--- config.mk ---
export PLATFORM = sky130hd
export DESIGN_NAME = current_calc_alert_control
export DESIGN_NICKNAME = d
export VERILOG_FILES = /design/src/verilog/alert_calc_pkg.sv /design/src/verilog/current_calc_alert_control.sv
export SDC_FILE = /design/constraint.sdc
export NUM_CORES = 1
export LEC_CHECK = 0
export BUFFER_PORTS_ARGS = -buffer_cell sky130_fd_sc_hd__buf_2
export CORE_MARGIN = 4
export CORE_UTILIZATION = 50
export DETAILED_ROUTE_END_ITERATION = 10
export PLACE_DENSITY = 0.7
export SYNTH_ARGS = -nofsm -noshare
export SYNTH_HDL_FRONTEND = slang
export SYNTH_SLANG_ARGS = --single-unit
--- constraint.sdc ---
create_clock -name ref_clk -period 7.95 [get_ports ref_clk]
set_input_delay 0.795 -clock ref_clk [delete_from_list [all_inputs] [get_ports ref_clk]]
set_output_delay 0.795 -clock ref_clk [all_outputs]
set_load 0.005 [all_outputs]
--- src/verilog/alert_calc_pkg.sv ---
// constants and carriers for the current calculation and alert block
package alert_calc_pkg;
  localparam logic [7:0] CURRENT_OFFSET = 8'h04;
  localparam logic [7:0] SCALE_OFFSET = 8'h05;
  localparam logic [7:0] CONTROL_OFFSET = 8'h06;
  localparam logic [15:0] SCALE_RESET = 16'h0000;
  localparam logic [15:0] CONTROL_RESET = 16'h0000;
  localparam int SCALE_TOP_BIT = 15;
  localparam int SHUNT_OVER_BIT = 15;
  localparam int SHUNT_UNDER_BIT = 14;
  localparam int BUS_OVER_BIT = 13;
  localparam int BUS_UNDER_BIT = 12;
  localparam int POWER_OVER_BIT = 11;
  localparam int DONE_ALERT_BIT = 10;
  localparam int LIMIT_FLAG_BIT = 4;
  localparam int DONE_FLAG_BIT = 3;
  localparam int OVERFLOW_BIT = 2;
  localparam int ACTIVE_LEVEL_BIT = 1;
  localparam int LATCH_SELECT_BIT = 0;
  localparam int CURRENT_SHIFT = 11;
  localparam int POWER_SHIFT = 12;

  typedef struct packed {
    logic wr;
    logic rd;
    logic [7:0] addr;
    logic [15:0] wdata;
  } reg_req_t;

  typedef struct packed {
    logic valid;
    logic shunt_new;
    logic bus_new;
    logic [15:0] shunt;
    logic [15:0] bus;
  } conv_t;

  typedef enum logic [2:0] {
    SEL_NONE = 3'b000,
    SEL_SHUNT_OVER = 3'b001,
    SEL_SHUNT_UNDER = 3'b010,
    SEL_BUS_OVER = 3'b011,
    SEL_BUS_UNDER = 3'b100,
    SEL_POWER_OVER = 3'b101
  } limit_sel_t;
endpackage

--- src/verilog/current_calc_alert_control.sv ---
// current calculation, limit comparison and alert pin control
// Overview of operation
// - current is shunt times scale value
// - scale register 15 bits, top zero, reset 0
// - scale value sets current and power step
// - highest enabled limit source wins
// - shunt above limit raises alert
// - shunt below limit raises alert
// - bus above limit raises alert
// - bus below limit raises alert
// - power above limit raises alert
// - done flag may raise alert too
// - limit flag shows limit caused alert
// - control resets zero, unused bits read zero
// - latch holds until read, else follows
// - done flag set, cleared in single-shot
// - bit1 pin polarity, bit0 latch select
// - overflow flag marks invalid results
`timescale 1ns/1ns
`default_nettype none
module current_calc_alert_control (
  input wire logic ref_clk,
  input wire logic arst_n,
  input wire alert_calc_pkg::reg_req_t req,
  output logic [15:0] rd_data,
  input wire alert_calc_pkg::conv_t conv,
  input wire logic [15:0] alert_limit,
  input wire logic single_shot,
  input wire logic cfg_write,
  input wire logic cfg_powerdown,
  output logic [15:0] power_result,
  output logic alert_out,
  output logic alert_oe_n
);
  import alert_calc_pkg::*;

  logic [14:0] scale_r;
  logic [5:0] enables_r;
  logic [1:0] mode_r;
  logic limit_alert_flag_r, conversion_done_flag_r, math_overflow_flag_r;
  logic [15:0] current_r, shunt_r, bus_r, power_r, rd_data_r;
  logic st1_r, shunt_new_r, bus_new_r, cur_overflow_r;
  logic alert_oe_n_r, alert_out_r;

  wire wr_scale = req.wr && req.addr == SCALE_OFFSET;
  wire wr_ctl = req.wr && req.addr == CONTROL_OFFSET;
  wire rd_ctl = req.rd && req.addr == CONTROL_OFFSET;
  wire latch_mode = mode_r[LATCH_SELECT_BIT];
  wire active_high = mode_r[ACTIVE_LEVEL_BIT];

  wire signed [31:0] cur_prod = $signed(conv.shunt) * $signed({17'h0_0000, scale_r});
  wire signed [31:0] cur_shift = cur_prod >>> CURRENT_SHIFT;
  wire cur_overflow = !(&cur_shift[31:15] || ~|cur_shift[31:15]);
  wire [15:0] cur_abs = current_r[15] ? 16'(-current_r) : current_r;
  wire [31:0] pow_prod = cur_abs * bus_r;
  wire [31:0] pow_shift = pow_prod >> POWER_SHIFT;
  wire pow_overflow = |pow_shift[31:16];

  limit_sel_t sel;
  assign sel = enables_r[5] ? SEL_SHUNT_OVER :
               enables_r[4] ? SEL_SHUNT_UNDER :
               enables_r[3] ? SEL_BUS_OVER :
               enables_r[2] ? SEL_BUS_UNDER :
               enables_r[1] ? SEL_POWER_OVER : SEL_NONE;

  // signed shunt compare, unsigned bus and power
  wire shunt_gt = $signed(shunt_r) > $signed(alert_limit);
  wire shunt_lt = $signed(shunt_r) < $signed(alert_limit);
  wire bus_gt = bus_r > alert_limit;
  wire bus_lt = bus_r < alert_limit;
  wire pow_gt = pow_shift[15:0] > alert_limit;
  wire fault = sel == SEL_SHUNT_OVER ? shunt_gt :
               sel == SEL_SHUNT_UNDER ? shunt_lt :
               sel == SEL_BUS_OVER ? bus_gt :
               sel == SEL_BUS_UNDER ? bus_lt :
               sel == SEL_POWER_OVER ? pow_gt : 1'b0;
  wire eval = st1_r && (sel == SEL_POWER_OVER ||
              ((sel == SEL_SHUNT_OVER || sel == SEL_SHUNT_UNDER) && shunt_new_r) ||
              ((sel == SEL_BUS_OVER || sel == SEL_BUS_UNDER) && bus_new_r));

  // latch holds until read, transparent follows
  wire limit_alert_flag_nxt = eval ? (fault || (latch_mode && limit_alert_flag_r)) :
                              (latch_mode && rd_ctl) ? 1'b0 : limit_alert_flag_r;
  wire done_flag_clr = single_shot && ((cfg_write && !cfg_powerdown) || rd_ctl);
  wire conversion_done_flag_nxt = st1_r ? 1'b1 :
                                  done_flag_clr ? 1'b0 : conversion_done_flag_r;
  // alert from limit flag or done flag
  wire asserted = limit_alert_flag_r || (enables_r[0] && conversion_done_flag_r);
  // open-drain pin pulled low per polarity
  wire pin_low_nxt = active_high ? !asserted : asserted;

  wire [15:0] ctl_view = {enables_r, 5'h00, limit_alert_flag_r, conversion_done_flag_r,
                          math_overflow_flag_r, mode_r};
  wire [15:0] rd_nxt = req.addr == CURRENT_OFFSET ? current_r :
                       req.addr == SCALE_OFFSET ? {1'b0, scale_r} :
                       req.addr == CONTROL_OFFSET ? ctl_view : 16'h0000;

  always_ff @(posedge ref_clk or negedge arst_n) begin
    if (!arst_n) begin
      scale_r <= SCALE_RESET[14:0];
      enables_r <= CONTROL_RESET[15:10];
      mode_r <= CONTROL_RESET[1:0];
    end else begin
      if (wr_scale) begin
        scale_r <= req.wdata[14:0];
      end
      if (wr_ctl) begin
        enables_r <= req.wdata[15:10];
        mode_r <= req.wdata[1:0];
      end
    end
  end

  always_ff @(posedge ref_clk or negedge arst_n) begin
    if (!arst_n) begin
      st1_r <= 1'b0;
      shunt_new_r <= 1'b0;
      bus_new_r <= 1'b0;
      cur_overflow_r <= 1'b0;
      current_r <= 16'h0000;
      shunt_r <= 16'h0000;
      bus_r <= 16'h0000;
    end else begin
      st1_r <= conv.valid;
      shunt_new_r <= conv.valid && conv.shunt_new;
      bus_new_r <= conv.valid && conv.bus_new;
      if (conv.valid && conv.shunt_new) begin
        current_r <= cur_shift[15:0];
        cur_overflow_r <= cur_overflow;
        shunt_r <= conv.shunt;
      end
      if (conv.valid && conv.bus_new) begin
        bus_r <= conv.bus;
      end
    end
  end

  always_ff @(posedge ref_clk or negedge arst_n) begin
    if (!arst_n) begin
      power_r <= 16'h0000;
      math_overflow_flag_r <= 1'b0;
      limit_alert_flag_r <= 1'b0;
      conversion_done_flag_r <= 1'b0;
      alert_oe_n_r <= 1'b1;
      alert_out_r <= 1'b0;
      rd_data_r <= 16'h0000;
    end else begin
      if (st1_r) begin
        power_r <= pow_shift[15:0];
        math_overflow_flag_r <= cur_overflow_r || pow_overflow;
      end
      limit_alert_flag_r <= limit_alert_flag_nxt;
      conversion_done_flag_r <= conversion_done_flag_nxt;
      alert_oe_n_r <= !pin_low_nxt;
      alert_out_r <= 1'b0;
      if (req.rd) begin
        rd_data_r <= rd_nxt;
      end
    end
  end

  assign rd_data = rd_data_r;
  assign power_result = power_r;
  assign alert_out = alert_out_r;
  assign alert_oe_n = alert_oe_n_r;
endmodule
`default_nettype wire

# Word-level counts from Yosys, hierarchy flattened
# Cells that the tools add are included.
[classes] addsub=1 mux=19 multipliers=2 reduce_logical=32 eq_ne=8 n_lt_le_gt_ge=5
[op_table] operator="$mul 16x16->32" count=2
[op_table] operator="$mux 16" count=4
[op_table] operator="$gt 16x16->1" count=3
[op_table] operator="$lt 16x16->1" count=2
[op_table] operator="$eq 8x3->1 const B" count=3
[op_table] operator="$neg 16->16" count=1
[op_table] operator="$mux 3" count=5
[op_table] operator="$logic_and 1x1->1" count=13
[op_table] operator="$mux 1" count=10
[op_table] operator="$logic_or 1x1->1" count=9
[op_table] operator="$eq 3x2->1 const B" count=2
[op_table] operator="$eq 3x3->1 const B" count=2
[op_table] operator="$reduce_and 6->1" count=1
[op_table] operator="$reduce_or 6->1" count=1
[op_table] operator="$logic_not 1->1" count=5
[op_table] operator="$reduce_bool 2->1" count=2
[op_table] operator="$reduce_or 4->1" count=1
[op_table] operator="$eq 3x1->1 const B" count=1
[totals] input_bits=82 output_inout_bits=34 register_bits=111

# Depth between registers and ports, before layout
# Gate-level depths: netlist of the first run.
[logic_depth] depth_word=13 mapped_depth=42

# Worst setup path after synthesis of the first run
# No wires, ideal clock.
[synth_timing] kind="register to register" start="register current_r[0]" end="register limit_alert_flag_r" path_stages_with_launch=39 path_slack_ps=-633 period_less_slack_ps=8583 t_arrival_ps=8460 n_path_buf=3 path_cell_list="dfrtp_1 clkbuf_1 clkbuf_1 inv_1 ha_1 nor2b_1 nand2_1 o41ai_1 xnor2_1 clkbuf_1 nand2_1 fa_1 fa_1 fa_1 fa_1 inv_1 fa_1 inv_1 (+3 left out) and3_1 a31oi_1 a21oi_1 a21o_1 and2_1 a31o_2 a21oi_1 o21bai_1 xor2_1 ha_1 nand2_1 a21oi_1 a211oi_1 o21ai_0 o21ai_0 nand3_1 or4_1 o221a_2"
[synth_via] elab_chain_len=11
[synth_lines] element="start, declared" line_no="current_calc_alert_control.sv:41" source="logic [15:0] current_r, shunt_r, bus_r, power_r, rd_data_r;"
[synth_lines] element="start signal, assigned" line_no="current_calc_alert_control.sv:128" source="current_r <= cur_shift[15:0];"
[synth_lines] element="$neg 16->16" line_no="current_calc_alert_control.sv:54" source="wire [15:0] cur_abs = current_r[15] ? 16'(-current_r) : current_r;"
[synth_lines] element="$mux 16 *" line_no="current_calc_alert_control.sv:54"
[synth_lines] element="$mul 16x16->32 *" line_no="current_calc_alert_control.sv:55" source="wire [31:0] pow_prod = cur_abs * bus_r;"
[synth_lines] element="via pow_prod[17]" line_no="current_calc_alert_control.sv:55"
[synth_lines] element="$gt 16x16->1 *" line_no="current_calc_alert_control.sv:71" source="wire pow_gt = pow_shift[15:0] > alert_limit;"
[synth_lines] element="$mux 1 *" line_no="current_calc_alert_control.sv:76" source="sel == SEL_POWER_OVER ? pow_gt : 1'b0;"
[synth_lines] element="$mux 1 *" line_no="current_calc_alert_control.sv:75" source="sel == SEL_BUS_UNDER ? bus_lt :"
[synth_lines] element="$mux 1 *" line_no="current_calc_alert_control.sv:74" source="sel == SEL_BUS_OVER ? bus_gt :"
[synth_lines] element="$mux 1 *" line_no="current_calc_alert_control.sv:73" source="sel == SEL_SHUNT_UNDER ? shunt_lt :"
[synth_lines] element="$mux 1 *" line_no="current_calc_alert_control.sv:72" source="wire fault = sel == SEL_SHUNT_OVER ? shunt_gt :"
[synth_lines] element="$logic_or 1x1->1 *" line_no="current_calc_alert_control.sv:82" source="wire limit_alert_flag_nxt = eval ? (fault || (latch_mode && limit_alert_flag_r)) :"
[synth_lines] element="$mux 1 *" line_no="current_calc_alert_control.sv:82"
[synth_lines] element="end signal, assigned" line_no="current_calc_alert_control.sv:152" source="limit_alert_flag_r <= limit_alert_flag_nxt;"
[synth_lines] element="end, declared" line_no="current_calc_alert_control.sv:40" source="logic limit_alert_flag_r, conversion_done_flag_r, math_overflow_flag_r;"
# The timed path passes the listed nets; every way through them passes the cells marked *.
# A chain may end at the register's enable or synchronous reset.

# Worst setup path in the final report of the first run
# Ends and elaborated chain as after synthesis.

==> summary.md, run 1 <==
| Metric | Value |
|---|---|
| Worst-Margin Slew | 1.05 ns |
| Setup Skew | 0.0134 ns |
| TritonCTS buffer count | 9 |
| DRC violations left | 0 |
| Port bufs | about 110 |
| Post-synth top area share | 38.1% |
| Router iterations before antenna repair | 6 |
| Worst R2R End | limit_alert_flag_r$_DFFE_PN0P_ |
| Final wirelength | 62,400 um |
| Mapped Cells | 2,464 |
| Share of cells above drive strength 1 | 17.4% |
| Synthesized Nets | 3,213 |
| Post-place setup slack | -0.873 ns |
| PnR worst setup slack | -0.751 ns |
| Placeable Area | approximately 45,000 um2 |
| Clock sink total | ~110 |
| Yosys top cell by area | fa_1 |
| Routed len/inst | 19.1 um |
| Synth area leaders | fa_1 (38%), ha_1 (12%), dfrtp_1 (12%) |
| Fin area | 26,200 um2 |
| First-pass GRT wire length | 103,000 um |
| Worst skew pair latency | 0.39 ns |
| YS warnings | 0 |
| Slew margin rel. | 30.1% |
| Boundary pin count | 116 |
| CTS HTree Levels | 3 |
| Slowest stage delay, CP | 0.58 ns |
| Compound-Gate Fraction of Synth Area | 5.67% |
| EDFF count, synth | 0 |
| Vias | 17.8k |
| FF-to-FF path depth | 36 |
| Worst Setup End Kind | register |
| Antenna-violating nets left | 0 |
| Die W | around 220 um |
| Final hold vios | 0 |
| CTS Buffer Depth | 2 |
| Gr usage total | around 26% |
| Starting density of the core | 50.6% |
| Clock root cell | clkbuf_16 |
| Synth Register Bits | 111 |
| RSZ-0062 raised after global routing | true |
| Data arrival, critical path | approximately 9 ns |
| Startpoint Class | register |
| Setup TNS | -0.751 ns |
| Main synth FF type | dfrtp_1 |
| Most used cell, CP | fa_1 |
| Max stage delay cell, worst path | fa_1 |
| Fmax | 115 MHz |
| Simple-gate area share of the yosys netlist | 15.3% |
| Ys async rst share | 100% |
| Crit Path Max Fanout | 5 |
| Post-DR vias/cell | between 5 and 6 |
| Fin nets | roughly 3.4k |
| Sequential element share of the synthesized area | between 10% and 20% |
| Largest net degree at the start of global routing | 60 |
| Slew Viols, Final | 0 |
| Violated checks | setup timing |
| WS Path Type | register to register |
| Final min period | just under 9 ns |
| Max-Cap Viols | 0 |
| Cell area after synthesis | 23,000 um2 |
| Die Span Y | ~220 um |
| Routability cong. | 0.920 |
| Setup-failing EPs final | 1 |
| Main combinational cell family by area after synthesis | adder cells |
| GRT Residual Overflow | 0 |
| Outcome | finished with violations |
| Synth Area in XOR/XNOR | 2.43% |
| Rows | 78 |
| Critical Path RT | between 8 and 9 ns |
| Initial antenna violation count | 0 |
| Clock transition at path regs | 0.09 ns |
| R2R Path Start | current_r[0]$_DFFE_PN0P_ |
| Vias in the first global route | 19.8k |
| Hold buffers post-CTS | 0 |
| CTS tree | yes |
| Worst min path class | input port to asynchronous set/reset pin |
| Post-synthesis mux area share | 3.71% |
| Reg2reg setup slack | -0.75 ns |
| Syn avg cell area | 9.35 um2 |
| Post-synth cell types | 73 |
| Layout area overhead | 13.7% |
| Post-Synth Adder-Cell Area | 50.5% |
| Initial drt markers | 1,343 |
| Period utilization | 109% |
| Antenna cells | 0 |
| Die area | around 50,000 um2 |
| Area after DPL | 25,200 um2 |
| Placed wire-length estimate | a little over 50,000 um |
-- repair_timing --
| item | 4_1_cts | 5_1_grt |
|---|---|---|
| cloned | 1 | 0 |
| pin swaps | 54 | 38 |
| setup buffers | 22 | 8 |
| gates resized for setup | 55 | 23 |
| setup endpoints to repair | 1 | 1 |
-- routing by layer --
metal | global-route usage (%) | vias to the layer above | wire [um]
li1 | - | 7924 | -
met1 | 33.2 | 9087 | 24600
met2 | 45.0 | 620 | 31400
met3 | 2.96 | 152 | 3790
met4 | 10.2 | 0 | 2660
met5 | 0 | - | 0
-- registers in the layout, indices dropped and copies added, names as in the netlist --
signal,flops
shunt_r,16
bus_r,16
st1_r,1
scale_r,15
power_result,16
rd_data,16
enables_r,6
bus_new_r,1
shunt_new_r,1
math_overflow_flag_r,1
current_r,16
mode_r,2
limit_alert_flag_r,1
alert_oe_n,1
conversion_done_flag_r,1
cur_overflow_r,1
-- layout by cell type (no fill, tap or decap), drive strengths merged, types with 8 or more instances in the layout --
master  count
xor2       16
nor3        8
fa        438
inv       540
nand2     343
nor2       47
a21o       20
a41oi       9
xnor2      48
mux2       71
buf       288
nor2b      16
o21a       10
nand3      19
and2      225
a21oi      49
dfrtp     110
nand4      12
clkbuf      9
ha        229
o21ai      55
-- cells by family (layout without fill, tap and decap cells) --
logic type	after synthesis	in the layout
fa+ha+maj	667	667
simple gates	715	715
mux	76	76
compound gates	201	201
xor+xnor	64	64
other cells	1	1
buf+inv	629	841
flops	111	111
-- worst max path at each step --
| stage | depth (start not counted) | endpoint | slack, ns | from |
|---|---|---|---|---|
| final | 36 | limit_alert_flag_r$_DFFE_PN0P_ | -0.75 | current_r[0]$_DFFE_PN0P_ |
| after global routing | 38 | limit_alert_flag_r$_DFFE_PN0P_ | -1.03 | current_r[0]$_DFFE_PN0P_ |
| after CTS | 32 | limit_alert_flag_r$_DFFE_PN0P_ | -0.54 | current_r[1]$_DFFE_PN0P_ |
| after detailed placement | 34 | limit_alert_flag_r$_DFFE_PN0P_ | -0.87 | current_r[6]$_DFFE_PN0P_ |
| after global placement | 34 | limit_alert_flag_r$_DFFE_PN0P_ | -0.73 | current_r[6]$_DFFE_PN0P_ |
| after floorplan | 38 | limit_alert_flag_r$_DFFE_PN0P_ | -0.27 | current_r[0]$_DFFE_PN0P_ |
-- cell usage after synthesis, drive strengths merged, types with 19 or more instances --
master and count:
nand3 19, and2 225, ha 229, a21o 20, nor2 47, nand2 343, xnor2 48, dfrtp 110
o21ai 55, fa 438, inv 536, clkbuf 89, mux2 71, a21oi 49
-- critical path: cells and delay by family, from the launching register on --
kind	cells	cell delay [ns]
fa+ha+maj	9	3.73
compound gates	11	2.24
simple gates	8	1.34
buf+inv	6	0.48
flops	1	0.43
xor+xnor	2	0.38
-- final cells by class --
class                   count  area (um2)
clock buffers               9         225
clock inverters             7        91.3
fillers                  3930       19300
inverters                 536        2010
multi-input cells        1724       18300
flip-flops and latches    111        2780
well taps                 600         751
repair buffers            289        2010
-- stage by stage --
stage	cells	hold slack (ns)	util [%]
2_1_floorplan	2464	0.423	-
3_3_place_gp	3229	0.439	55.5
3_5_place_dp	3229	0.451	55.5
4_1_cts	3268	0.457	57.2
5_1_grt	3276	0.487	57.6
6_report	3276	0.433	57.6
Power of run 1 is left out: the tool's default activity adds up to more than one toggle a clock period on the data nets, which glitch-free logic cannot reach.
==> run 2, diff against run 1 <==
ABC_AREA = 1   (was default)
CTS_CLUSTER_SIZE = 8   (was default)
==> run 2 against run 1 <==
Against the previous run:
- hold slack better by 0.052 ns
- the run now ends clean
- count of clock-buffer cells in the layout stayed put
- highest routed layer unchanged
- critical path type unchanged
- sequential share of layout area is 0.20 points lower
- first-iteration DRC count is 2.6% higher
- global-route usage is 0.33 points higher
==> summary.md, run 2 <==
| Metric | Value |
|---|---|
| Data arrival, critical path | 7.71 ns (was 8.98 ns) |
| Levels on crit path | 43 (was 36) |
| Period utilization | 93.4% (was 109%) |
| Sequential element share of the synthesized area | 11.2% (was 12.1%) |
| Vias in the first global route | 20.8k (was 19.8k) |
| Final wirelength | 67,700 um (was 62,400 um) |
| Antenna cells | 0 (unchanged) |
| Clock sink total | 111 (unchanged) |
| Initial drt markers | 1,378 (was 1,343) |
| Fmax | 135 MHz (was 115 MHz) |
| Most frequent cells in the layout | nand2_1 (915), inv_1 (825), fa_1 (437) (was inv_1 (528), fa_1 (430), nand2_1 (337)) |
| Final min period | 7.43 ns (was 8.70 ns) |
| Startpoint Class | register (unchanged) |
| Worst min path class | input port to asynchronous set/reset pin (unchanged) |
| Layout area overhead | 7.95% (was 13.7%) |
| WP buf/inv | 7 (was 6) |
| Crit path max-delay family | adder cells (unchanged) |
| Finished Core Util | 54.6% (was 57.6%) |
| Gr usage total | 26.2% (was 25.9%) |
| Most used cell, CP | nand2_1 (was fa_1) |
| Boundary pin count | 116 (unchanged) |
| Setup Skew | 0.0136 ns (was 0.0134 ns) |
| Synth area leaders | fa_1 (35%), nand2_1 (14%), inv_1 (13%) (was fa_1 (38%), ha_1 (12%), dfrtp_1 (12%)) |
| Met2 routed WL | 31,600 um (was 31,400 um) |
| Yosys top cell by area | fa_1 (unchanged) |
| Fin nets | 4,075 (was 3,420) |
| Share of cells above drive strength 1 | 8.38% (was 17.4%) |
| Fillers | 4,675 (was 3,930) |
| Max stage delay cell, worst path | fa_1 (unchanged) |
| Slew margin rel. | 30.9% (was 30.1%) |
| Placeable Area | 48,800 um2 (was 45,500 um2) |
| Most numerous cell in the Yosys netlist | nand2_1 (was inv_1) |
| Crit Path Max Fanout | 9 (was 5) |
| Rows | 81 (was 78) |
| Post-synth top area share | 35.5% (was 38.1%) |
| Main synth FF type | dfrtp_1 (unchanged) |
| M1 WL | 27,900 um (was 24,600 um) |
| Vias | 20.4k (was 17.8k) |
| Post-synth cell types | 49 (was 73) |
| Initial antenna violation count | 0 (unchanged) |
| Synthesized Nets | 4,015 (was 3,213) |
| TritonCTS buffer count | 9 (unchanged) |
| Worst skew pair latency | 0.40 ns (was 0.39 ns) |
| Synth top cells by count | nand2_1 (934), inv_1 (834), fa_1 (438), ha_1 (229), nor2_1 (212) (was inv_1 (536), fa_1 (438), nand2_1 (342), ha_1 (229), and2_1 (225)) |
| Placed wire-length estimate | 56,300 um (was 50,300 um) |
| CTS tree | yes (unchanged) |
| Router iterations before antenna repair | 6 (unchanged) |
| Die area | 53,000 um2 (was 49,600 um2) |
| Antenna-violating nets left | 0 (unchanged) |
| FF-to-FF path depth | 43 (was 36) |
| Ys async rst share | 100% (unchanged) |
| CTS HTree Levels | 3 (unchanged) |
| YS warnings | 0 (unchanged) |
| Mapped Cells | 3,266 (was 2,464) |
| Outcome | finished clean (was finished with violations) |
| Slowest stage delay, CP | 0.54 ns (was 0.58 ns) |
| Die Span Y | 230 um (was 223 um) |
| Final hold slack | 0.485 ns (was 0.433 ns) |
| Starting density of the core | 50.6% (about the same) |
| Routability cong. | 1.03 (was 0.920) |
| Routed len/inst | 16.9 um (was 19.1 um) |
| Largest net degree at the start of global routing | 66 (was 60) |
| Clock root cell | clkbuf_16 (unchanged) |
| Final hold vios | 0 (unchanged) |
| Critical Path RT | 8.24 ns (was 8.23 ns) |
| Worst Setup End Kind | register (unchanged) |
| Port bufs | 114 (unchanged) |
| Setup-failing EPs final | 0 (was 1) |
| Cell area after synthesis | 24,700 um2 (was 23,000 um2) |
| Post-DR vias/cell | 5.12 (was 5.43) |
| Die W | 230 um (was 223 um) |
| GRT Residual Overflow | 0 (unchanged) |
| Top sig layer | met4 (unchanged) |
| Clock transition at path regs | 0.09 ns (about the same) |
| Worst-Margin Slew | 1.04 ns (was 1.05 ns) |
| Synth Register Bits | 111 (unchanged) |
| Max-Cap Viols | 0 (unchanged) |
| EDFF count, synth | 0 (unchanged) |
| Most common cell after layout, fill and taps aside | nand2_1 (was inv_1) |
| CTS Buffer Depth | 2 (unchanged) |
| Met3 Wirelength | 4860 um (was 3790 um) |
| DRC violations left | 0 (unchanged) |
| First-pass GRT wire length | 110,000 um (was 103,000 um) |
| Syn avg cell area | 7.57 um2 (was 9.35 um2) |
| Slew Viols, Final | 0 (unchanged) |
| WS Path Type | register to register (unchanged) |
## run 2: cell types whose count changed after synthesis, moves of 32 or more
cell	delta
nand2_1	+592
inv_1	+298
and2_1	-219
nor2_1	+165
mux2_2	-63
nand3_1	+39
xnor2_1	-37
a21oi_1	+32
## run 2: cell families after synthesis
logic type	synth area share [%]
adders and majority gates	47.1
DFF	11.2
AOI/OAI and AO/OA	4.97
buffers and inverters	14.5
muxes	0.365
and+or+nand+nor	20.4
xor gates and xnor gates	1.38
other	0.0152
## run 2: final timing paths
| kind | from | end | slack (ns) |
|---|---|---|---|
| max | current_r[1]$_DFFE_PN0P_ | limit_alert_flag_r$_DFFE_PN0P_ | 0.52 |
| min | arst_n | scale_r[12]$_DFFE_PN0P_ | 0.49 |
| max reg2reg | current_r[1]$_DFFE_PN0P_ | limit_alert_flag_r$_DFFE_PN0P_ | 0.52 |
| min reg2reg | rd_data[2]$_DFFE_PN0P_ | rd_data[2]$_DFFE_PN0P_ | 0.49 |
| max in group asynchronous | arst_n | bus_r[2]$_DFFE_PN0P_ | 6.28 |
| min in group ref_clk | rd_data[2]$_DFFE_PN0P_ | rd_data[2]$_DFFE_PN0P_ | 0.49 |
## run 2: repair_timing
action,4_1_cts,5_1_grt
endpoints found under the setup margin,0,1
gates resized for setup,0,84
hold buffers,0,0
setup buffers,0,7
## run 2: stage by stage
| stage | setup TNS, ns | worst slack (ns) | instance area (um2) | instances |
|---|---|---|---|---|
| after floorplan | 0 | 0.756 | 24700 | 3266 |
| after global placement | 0 | 0.371 | 26000 | 3972 |
| after detailed placement | 0 | 0.186 | 26000 | 3972 |
| after CTS | 0 | 0.153 | 26300 | 3988 |
| after global routing | -0.0150 | -0.0150 | 26700 | 3995 |
| final | 0 | 0.522 | 26700 | 3995 |
## run 2: final cells by class
type | count | area (um2) | share of cell area [%]
multi-input combinational | 2201 | 18600 | 69.9
clock buffer | 9 | 225 | 0.844
inverter | 843 | 3170 | 11.9
timing repair buffer | 160 | 933 | 3.50
tap | 664 | 831 | 3.11
clock inverter | 7 | 96.3 | 0.361
sequential | 111 | 2780 | 10.4
## run 2: per-layer routing
metal  up-vias  GRT usage [%]
met1      9907           34.5
li1       9622              -
met3       159           4.41
met4         0           10.9
met5         -              0
met2       750           43.1
## run 2: worst reg2reg max path: cells and delay by family (launching register included)
| family | cells | cell delay [ns] |
|---|---|---|
| flops | 1 | 0.41 |
| buf+inv | 7 | 0.44 |
| compound gates | 8 | 0.97 |
| xor+xnor | 2 | 0.37 |
| simple gates | 17 | 1.44 |
| fa+ha+maj | 9 | 3.66 |
Power of run 2 is left out for the same reason.
